==> src/shared/flash_lock_pkg.sv <==
// Package: lock byte codes, status encodings and flash command codes
package flash_lock_pkg;
    // ***********************************************
    // Lock byte location and values
    // ***********************************************
    localparam logic [15:0] LOCK_BYTE_ADDR  = 16'hFFFF;
    localparam logic [7:0]  LOCK_NONE       = 8'hFF;
    localparam logic [7:0]  LOCK_BOTH       = 8'h55;
    localparam logic [7:0]  LOCK_UPPER      = 8'hF5;
    localparam logic [7:0]  LOCK_BOTH_EA    = 8'h05;
    localparam logic [7:0]  ERASED_BYTE     = 8'hFF;

    // ***********************************************
    // Lock status field codes
    // ***********************************************
    localparam logic [1:0] ST_UNLOCKED  = 2'h0;
    localparam logic [1:0] ST_UPPER     = 2'h1;
    localparam logic [1:0] ST_BOTH_EA   = 2'h2;
    localparam logic [1:0] ST_BOTH      = 2'h3;
    localparam int         ST_POS       = 5;

    // ***********************************************
    // Flash command codes (low seven bits)
    // ***********************************************
    localparam logic [6:0] CMD_CHIP_ERASE   = 7'h07;
    localparam logic [6:0] CMD_BLOCK_ERASE  = 7'h0F;
    localparam logic [6:0] CMD_SECTOR_ERASE = 7'h0B;
    localparam logic [6:0] CMD_BYTE_PROG    = 7'h0E;
    localparam logic [6:0] CMD_BURST_PROG   = 7'h0A;
    localparam logic [6:0] CMD_VERIFY       = 7'h0C;
endpackage

==> src/hw/flash_security_lock.sv <==
// Flash security lock: lock byte tracking, command gating, table read gating
`timescale 1ns/1ns
module flash_security_lock #(
    parameter int ADDR_W = 16
) (
    // Clock and reset
    input  wire logic              clk,
    input  wire logic              resetn,
    input  wire logic              clk_en,
    // Lock byte load at start-up from the array
    input  wire logic              boot_load,
    input  wire logic [7:0]        boot_lock_byte,
    // Command request from the flash command controller
    input  wire logic              cmd_valid,
    input  wire logic [6:0]        cmd_code,
    input  wire logic [ADDR_W-1:0] cmd_addr,
    input  wire logic [7:0]        cmd_data,
    input  wire logic              flash_block_select,
    // Execution context from the core
    input  wire logic              pc_internal,
    input  wire logic              pc_upper,
    input  wire logic              external_access_pin,
    // Constant table read request
    input  wire logic              constant_table_read,
    input  wire logic              read_upper,
    // Command verdicts
    output logic                   cmd_start,
    output logic                   cmd_refused,
    // Table read verdicts
    output logic                   read_grant,
    output logic                   read_block,
    // Lock state
    output logic [7:0]             lock_config_byte,
    output logic [7:0]             flash_config_status_reg
);
    // ***********************************************
    // Parameter check
    // ***********************************************
    // Lock byte sits at the top of the address space;
    // a different width would miss it
    if (ADDR_W != $bits(flash_lock_pkg::LOCK_BYTE_ADDR)) begin : g_width_check
        $error("ADDR_W must match the lock byte address width");
    end

    // ***********************************************
    // State
    // ***********************************************
    // Whole block state in one record; pulses clear each enabled cycle
    typedef struct packed {
        logic [2:0] pin_sync;
        logic       pin;
        logic [7:0] lock_byte;
        logic [1:0] status;
        logic       start;
        logic       refused;
        logic       grant;
        logic       block;
    } state_s;

    // Reset as internal execution, the pin's idle level,
    // so the synchroniser shows no false change after reset
    localparam logic PIN_IDLE = 1'b1;
    localparam state_s RESET_Q = '{
        pin_sync:  {3{PIN_IDLE}},
        pin:       PIN_IDLE,
        lock_byte: flash_lock_pkg::ERASED_BYTE,
        status:    flash_lock_pkg::ST_UNLOCKED,
        start:     1'b0,
        refused:   1'b0,
        grant:     1'b0,
        block:     1'b0
    };

    state_s q;
    state_s d;

    // Verdicts of the shared decoder
    logic cmd_ok;
    logic rd_ok;

    // ***********************************************
    // Lock byte and command decode
    // ***********************************************
    function automatic logic [1:0] lock_status(input logic [7:0] b);
        unique case (b)
            flash_lock_pkg::LOCK_NONE:    lock_status = flash_lock_pkg::ST_UNLOCKED;
            flash_lock_pkg::LOCK_BOTH:    lock_status = flash_lock_pkg::ST_BOTH;
            flash_lock_pkg::LOCK_UPPER:   lock_status = flash_lock_pkg::ST_UPPER;
            flash_lock_pkg::LOCK_BOTH_EA: lock_status = flash_lock_pkg::ST_BOTH_EA;
            // Any other programmed value is treated as the strongest lock
            default:                      lock_status = flash_lock_pkg::ST_BOTH;
        endcase
    endfunction

    // Byte or burst program aimed at the lock byte
    function automatic logic writes_lock(input logic [6:0]        code,
                                         input logic [ADDR_W-1:0] addr);
        writes_lock = (code == flash_lock_pkg::CMD_BYTE_PROG
                       || code == flash_lock_pkg::CMD_BURST_PROG)
                      && addr == flash_lock_pkg::LOCK_BYTE_ADDR;
    endfunction

    // Block erase of the upper block, which holds the lock byte
    function automatic logic erases_top(input logic [6:0] code,
                                        input logic       upper);
        erases_top = code == flash_lock_pkg::CMD_BLOCK_ERASE && upper;
    endfunction

    // ***********************************************
    // Permission decode
    // ***********************************************
    // One decoder serves both gates;
    // table reads reuse the block select as their target
    lock_decode u_decode (
        .status       (q.status),
        .target_upper (flash_block_select),
        .pc_upper     (pc_upper),
        .pc_internal  (pc_internal),
        .ext_pin      (q.pin),
        .cmd_allowed  (cmd_ok),
        .read_allowed (rd_ok)
    );

    // ***********************************************
    // Next state
    // ***********************************************
    always_comb begin
        d         = q;
        // Verdict pulses last one enabled cycle
        d.start   = 1'b0;
        d.refused = 1'b0;
        d.grant   = 1'b0;
        d.block   = 1'b0;

        // Pin is asynchronous: three stages, accept on agreement of last two
        d.pin_sync = {q.pin_sync[1:0], external_access_pin};
        if (q.pin_sync[2] == q.pin_sync[1]) begin
            d.pin = q.pin_sync[2];
        end

        // Command gate; a boot load in the same cycle swallows the command
        if (boot_load) begin
            d.lock_byte = boot_lock_byte;
        end else if (cmd_valid) begin
            if (cmd_code == flash_lock_pkg::CMD_CHIP_ERASE) begin
                d.start     = 1'b1;
                d.lock_byte = flash_lock_pkg::ERASED_BYTE;
            end else if (cmd_ok) begin
                d.start = 1'b1;
                // Program of the top byte arms the lock; bits can only clear.
                // Once armed only chip erase or a boot load moves it, so a lower-block
                // program naming the top address leaves it alone.
                if (writes_lock(cmd_code, cmd_addr)
                    && q.lock_byte == flash_lock_pkg::LOCK_NONE) begin
                    d.lock_byte = q.lock_byte & cmd_data;
                end else if (erases_top(cmd_code, flash_block_select)) begin
                    // Block erase of upper only runs when unlocked
                    d.lock_byte = flash_lock_pkg::ERASED_BYTE;
                end
            end else begin
                d.refused = 1'b1;
            end
        end

        // Status follows the byte being stored, so both move together
        d.status = lock_status(d.lock_byte);

        // Table read gate: locked targets only for code inside the lock
        if (constant_table_read) begin
            if (q.status == flash_lock_pkg::ST_UNLOCKED) begin
                d.grant = 1'b1;
            end else begin
                d.grant = rd_ok && !(read_upper != flash_block_select && 1'b0);
                d.block = !rd_ok;
            end
        end
    end

    // ***********************************************
    // Registers
    // ***********************************************
    // Clock enable low freezes every field, pulses included
    always_ff @(posedge clk or negedge resetn) begin
        if (!resetn) begin
            q <= RESET_Q;
        end else if (clk_en) begin
            q <= d;
        end
    end

    // ***********************************************
    // Outputs
    // ***********************************************
    // Pulses stand one cycle, longer while the clock enable is low
    assign cmd_start        = q.start;
    assign cmd_refused      = q.refused;
    assign read_grant       = q.grant;
    assign read_block       = q.block;
    assign lock_config_byte = q.lock_byte;
    // Bits outside the status field read as zero
    always_comb begin
        flash_config_status_reg = 8'h00;
        flash_config_status_reg[flash_lock_pkg::ST_POS +: 2] = q.status;
    end
endmodule

==> src/hw/lock_decode.sv <==
// Lock status to per-access permission check for commands and table reads
`timescale 1ns/1ns
module lock_decode (
    // Lock state
    input  wire logic [1:0] status,
    // Access context
    input  wire logic       target_upper,
    input  wire logic       pc_upper,
    input  wire logic       pc_internal,
    input  wire logic       ext_pin,
    // Verdicts
    output logic            cmd_allowed,
    output logic            read_allowed
);
    logic target_locked;
    logic pc_locked;

    always_comb begin
        target_locked = 1'b0;
        pc_locked     = 1'b0;
        cmd_allowed   = 1'b1;
        unique case (status)
            flash_lock_pkg::ST_UNLOCKED: begin
                cmd_allowed = 1'b1;
            end
            flash_lock_pkg::ST_UPPER: begin
                target_locked = target_upper;
                pc_locked     = pc_internal && pc_upper;
                cmd_allowed   = !target_upper;
            end
            flash_lock_pkg::ST_BOTH_EA: begin
                target_locked = 1'b1;
                pc_locked     = pc_internal;
                // Lower block only, and only while running internally
                cmd_allowed   = !target_upper && ext_pin;
            end
            flash_lock_pkg::ST_BOTH: begin
                target_locked = 1'b1;
                pc_locked     = pc_internal;
                cmd_allowed   = 1'b0;
            end
        endcase
        // Constant reads of locked memory only from locked code
        read_allowed = !target_locked || pc_locked;
    end
endmodule

==> config.mk <==
export PLATFORM = sky130hd
export DESIGN_NAME = flash_security_lock
export DESIGN_NICKNAME = d
export VERILOG_FILES = /design/src/shared/flash_lock_pkg.sv /design/src/hw/flash_security_lock.sv /design/src/hw/lock_decode.sv
export SDC_FILE = /design/constraint.sdc
export NUM_CORES = 1
export LEC_CHECK = 0
export BUFFER_PORTS_ARGS = -buffer_cell sky130_fd_sc_hd__buf_2
export CORE_ASPECT_RATIO = 0.8
export CORE_MARGIN = 4
export CORE_UTILIZATION = 41
export DETAILED_ROUTE_END_ITERATION = 8
export GPL_TIMING_DRIVEN = 0
export PLACE_DENSITY_LB_ADDON = 0.1
export SLEW_MARGIN = 20
export SYNTH_ARGS = -nofsm -noshare
export SYNTH_HDL_FRONTEND = slang
export SYNTH_SLANG_ARGS = --single-unit
==> constraint.sdc <==
create_clock -name clk -period 2.4 [get_ports clk]
set_clock_uncertainty 0.2 [all_clocks]
set_input_delay 0.12 -clock clk [delete_from_list [all_inputs] [get_ports clk]]
set_output_delay 0.12 -clock clk [all_outputs]
set_load 0.05 [all_outputs]
==> reports/results.env <==
WORST_EP_REQUIRED_TIME_PS=2370
CLK_TRANSITION_REPORTED_PATHS_PS=70
POWER.TOTAL_W=0.001035
FP.DIEW_UM=72.22
DETAILED_PLACE_HPWL_MM=3.044
TIMING.SLEW.HEADROOM_PCT=58.30
TIMING.HOLD.WORST_ENDPOINT='lock_config_byte[7]$_DFFE_PN1P_'
DRIVE_GT1_SHARE_PCT=55.84
PLACEMENTROWS=18
SYNTH_ASYNC_SR_FLOP_SHARE_PCT=100.0
SYNTH_TOP_FAMILY_BY_AREA='compound AO/OA/AOI/OAI gates'
IR_WORST_VDD_mV=0.2914
FINAL.PERIOD_UTILIZATION_PCT=100.4
REG2REG_SLACK_PS=-9
MAX_CLOCK_FREQ_MHz=415.2
SYNTHSIMPLEGATEAREAFRAC_PCT=21.46
CLOCKROOTBUFFER='sky130_fd_sc_hd__clkbuf_8'
CLOCK_SINKS=18
SYNTH.FF_LATCH_COUNT=18
GRT_MAX_DEGREE=19
GRT_ANTENNA_BEFORE_REPAIR=0
HP-CLASS='in -> reg'
TRITONCTS.NUM_BUFFERS=3
TYPE_OF_ELEMENT_CAPTURING_THE_CRITICAL_PATH='flip-flop'
CP.ARRIVAL_PS=2380
POST_SYNTH_MAIN_AREA_CONTRIBUTORS='sky130_fd_sc_hd__dfstp_2, sky130_fd_sc_hd__dfrtp_1, sky130_fd_sc_hd__buf_4, sky130_fd_sc_hd__o211ai_1, sky130_fd_sc_hd__o31ai_2'
R2R_CELL_COUNT=7
SYNTH_XOR_AREA_SHARE_PCT=0
ROUTE.DETAILED.DRC=0
DETAIL_ROUTE.WIRELENGTH_MM=4.074
P_LEAK_nW=0.9409
VIA_COUNT_OF_THE_FIRST_GLOBAL_ROUTING_PASS=1376
CAP_VIOL_MAX_COUNT=0
START_UTIL_PCT=43.21
R2R_START='lock_config_byte[1]$_DFFE_PN1P_'
SYNTH.YOSYS.WARNINGS=0
FINALSETUPVIOLATIONS=1
FINAL_NET_COUNT=282
CRITICAL_PATH.MAX_FANOUT=7
LARGEST_REGISTER_FF_COUNT=8
WORST_HOLD_PATH.NUM_CELLS=3
SYNTHESIS.INSTANCES=146
CLK-INSERTION-DELAY-LATE_PS=250
RR_ENDPOINT='flash_config_status_reg[5]$_DFFE_PN0P_'
VIA_COUNT=1394
SYNTH_COMPOUND_GATE_AREA_SHARE_PCT=22.20
POST_SYNTH_INSTANCE_AREA_UM2=1353
P_PER_AREA_nW_PER_UM2=514.7
OUTCOME='finished, violations left'
FINAL_MAX_SLEW_VIOLS=0
FILLER_CELL_COUNT=278
ROUTED_VIA_COUNT_DIVIDED_BY_CELL_COUNT=5.144
NUM_PORTS=70
CORE_AREA_UM2=3131
PRE_CTS_SLACK_PS=-248.4
UNREPAIRED_SETUP_ENDPOINTS_AFTER_GLOBAL_ROUTING='yes'
DIEAREA_UM2=4287
FINAL_ANTENNA_NET_COUNT=0
PLACE.GP.CONGESTION=0.8019
TRITONCTS='done'
TIMING.SETUP.CRITICAL_PATH_CLASS='reg -> reg'
NATURE_OF_THE_CRITICAL_PATH_STARTPOINT='flip-flop'
FINAL_HOLD_VIOL_COUNT=0
NUMBER_OF_H_TREE_LEVELS=1
DRTITER0DRC=88
YOSYS-MUX-AREA-FRACTION_PCT=7.771
ANTENNA_CELLS_INSERTED=0
SEQ_AREA_FRAC_SYNTH_PCT=34.41
FIRSTDRTPASSITERS=4
SETUP_WS_PS=-8.672
WORST-SLEW-PIN-TRANSITION_PS=625.5
POST_SYNTHESIS_ADDER_CELL_AREA_FRACTION_PCT=0
GLOBALROUTETOTALUTIL_PCT=18.09
GRT_FIRST_PASS_WIRELENGTH_MM=6.099
CELL_TAKING_THE_MOST_AREA_AFTER_SYNTHESIS='sky130_fd_sc_hd__dfstp_2'
SYNTH_AREA_PER_CELL_UM2=9.264
AREAGROWTHSYNTHTOFINISH_PCT=48.66
FINAL.MIN_CLOCK_PERIOD_PS=2409
LAUNCH_INSTANCE_OF_THE_WORST_MIN_DELAY_PATH='cmd_data[7]'
WL_PER_CELL_UM=15.03
YOSYS_MOST_USED_DFF='sky130_fd_sc_hd__dfstp_2'
DIEHEIGHT_UM=59.37
SYNTHDOMINANTCELLAREASHARE_PCT=23.31
VIOLATED_CHECKS='negative setup slack'
GRT-OVFL-TOTAL=0
PORT-BUFFER-COUNT=60
CTSLONGESTPATHBUFFERS=2
SYNTH_CELL_TYPES=40
SYNTH_EDF_COUNT=0
## report_power, final
group          switching (W)  internal (W)
Combinational       0.000254      0.000160
Clock               0.000102      0.000118
Sequential         0.0000336      0.000368
## final cells by class
cell class,instances,area [um^2],share of cell area [%]
sequential,18,467.9,23.27
multi-input combinational,99,823.3,40.95
tap,40,50.05,2.489
clock buffer,4,45.04,2.240
buffer,21,138.9,6.907
timing repair buffer,76,436.7,21.72
inverter,13,48.80,2.427
## worst max-delay path: stages, from the launching register on
cell                       delay [ps]
sky130_fd_sc_hd__dfstp_2          540
sky130_fd_sc_hd__nand4_1          120
sky130_fd_sc_hd__nor4_4           340
sky130_fd_sc_hd__nand3_4          230
sky130_fd_sc_hd__buf_4            210
sky130_fd_sc_hd__o211ai_1         360
sky130_fd_sc_hd__nor3_2           110
sky130_fd_sc_hd__a211oi_2         210
## Yosys cell counts, drive strengths merged, types with 3 or more instances
cell type,instances
nand4,6
buf,16
nor2,9
o22ai,3
dfstp,12
mux2i,6
mux2,4
o2111ai,3
o31ai,5
o21ai,6
nand2,13
clkbuf,5
inv,13
dfrtp,6
a21oi,4
o211ai,9
## layer usage
layer / up-vias / GRT usage [%] / part of all wire, %
met3: 8 / 4.068 / 6.3
met5: - / 0 / 0
met2: 56 / 31.26 / 49
li1: 690 / - / -
met4: 0 / 3.485 / 1.5
met1: 640 / 23.35 / 43
## per-stage QoR
stage                     hold slack [ps]  setup TNS [ps]  instance area [um^2]  utilization [%]  std cells
after floorplan                    -375.6               0                  1371                -        151
after global placement             -130.0          -359.1                  1722            55.00        251
after detailed placement           -120.4          -492.2                  1722            55.00        251
after CTS                           15.34               0                  1847            58.99        261
after global routing                41.87          -280.8                  2011            64.23        271
final                               25.33          -8.672                  2011            64.23        271
## logic make-up after synthesis
| group | count (synthesis) |
|---|---|
| mux | 10 |
| simple gates | 45 |
| other cells | 1 |
| compound gates | 38 |
| flops | 18 |
| buf+inv | 34 |
## how the worst max path moves through the flow
stage / from / to / slack [ps] / cells after the start
finish: lock_config_byte[1]$_DFFE_PN1P_ / flash_config_status_reg[5]$_DFFE_PN0P_ / -9 / 7
global route: lock_config_byte[1]$_DFFE_PN1P_ / flash_config_status_reg[5]$_DFFE_PN0P_ / -180 / 7
CTS: flash_config_status_reg[6]$_DFFE_PN0P_ / flash_config_status_reg[6]$_DFFE_PN0P_ / 1 / 8
detailed placement: flash_config_status_reg[6]$_DFFE_PN0P_ / flash_config_status_reg[6]$_DFFE_PN0P_ / -250 / 7
global placement: flash_config_status_reg[6]$_DFFE_PN0P_ / flash_config_status_reg[6]$_DFFE_PN0P_ / -180 / 7
floorplan: flash_config_status_reg[6]$_DFFE_PN0P_ / flash_config_status_reg[6]$_DFFE_PN0P_ / 110 / 7
## cells in the final DEF (no fill, tap or decap), types with 2 or more instances in the layout
| master | count |
|---|---|
| sky130_fd_sc_hd__clkbuf_8 | 3 |
| sky130_fd_sc_hd__nor2_1 | 8 |
| sky130_fd_sc_hd__o21ai_0 | 2 |
| sky130_fd_sc_hd__buf_4 | 26 |
| sky130_fd_sc_hd__o2111ai_1 | 2 |
| sky130_fd_sc_hd__o22ai_2 | 2 |
| sky130_fd_sc_hd__nand4b_1 | 2 |
| sky130_fd_sc_hd__buf_2 | 60 |
| sky130_fd_sc_hd__conb_1 | 6 |
| sky130_fd_sc_hd__nor4_4 | 2 |
| sky130_fd_sc_hd__o21a_1 | 2 |
| sky130_fd_sc_hd__o211ai_1 | 9 |
| sky130_fd_sc_hd__dfrtp_2 | 2 |
| sky130_fd_sc_hd__mux2_2 | 4 |
| sky130_fd_sc_hd__nand4_1 | 6 |
| sky130_fd_sc_hd__a21oi_1 | 4 |
| sky130_fd_sc_hd__dfrtp_1 | 4 |
| sky130_fd_sc_hd__clkbuf_1 | 6 |
| sky130_fd_sc_hd__dfstp_2 | 12 |
| sky130_fd_sc_hd__o31ai_4 | 5 |
| sky130_fd_sc_hd__nand2_1 | 12 |
| sky130_fd_sc_hd__mux2i_1 | 6 |
| sky130_fd_sc_hd__dlygate4sd3_1 | 5 |
| sky130_fd_sc_hd__inv_1 | 13 |
| sky130_fd_sc_hd__o21ai_1 | 3 |
## what timing repair did
item                       in CTS  in global routing
hold endpoints to repair       21                  0
hold buffers                    5                  0
resized for setup               3                 17
setup endpoints to repair       2                  2
buffers inserted                1                 10
pin swaps                       2                 15
Power figures use the tool's default switching activity.
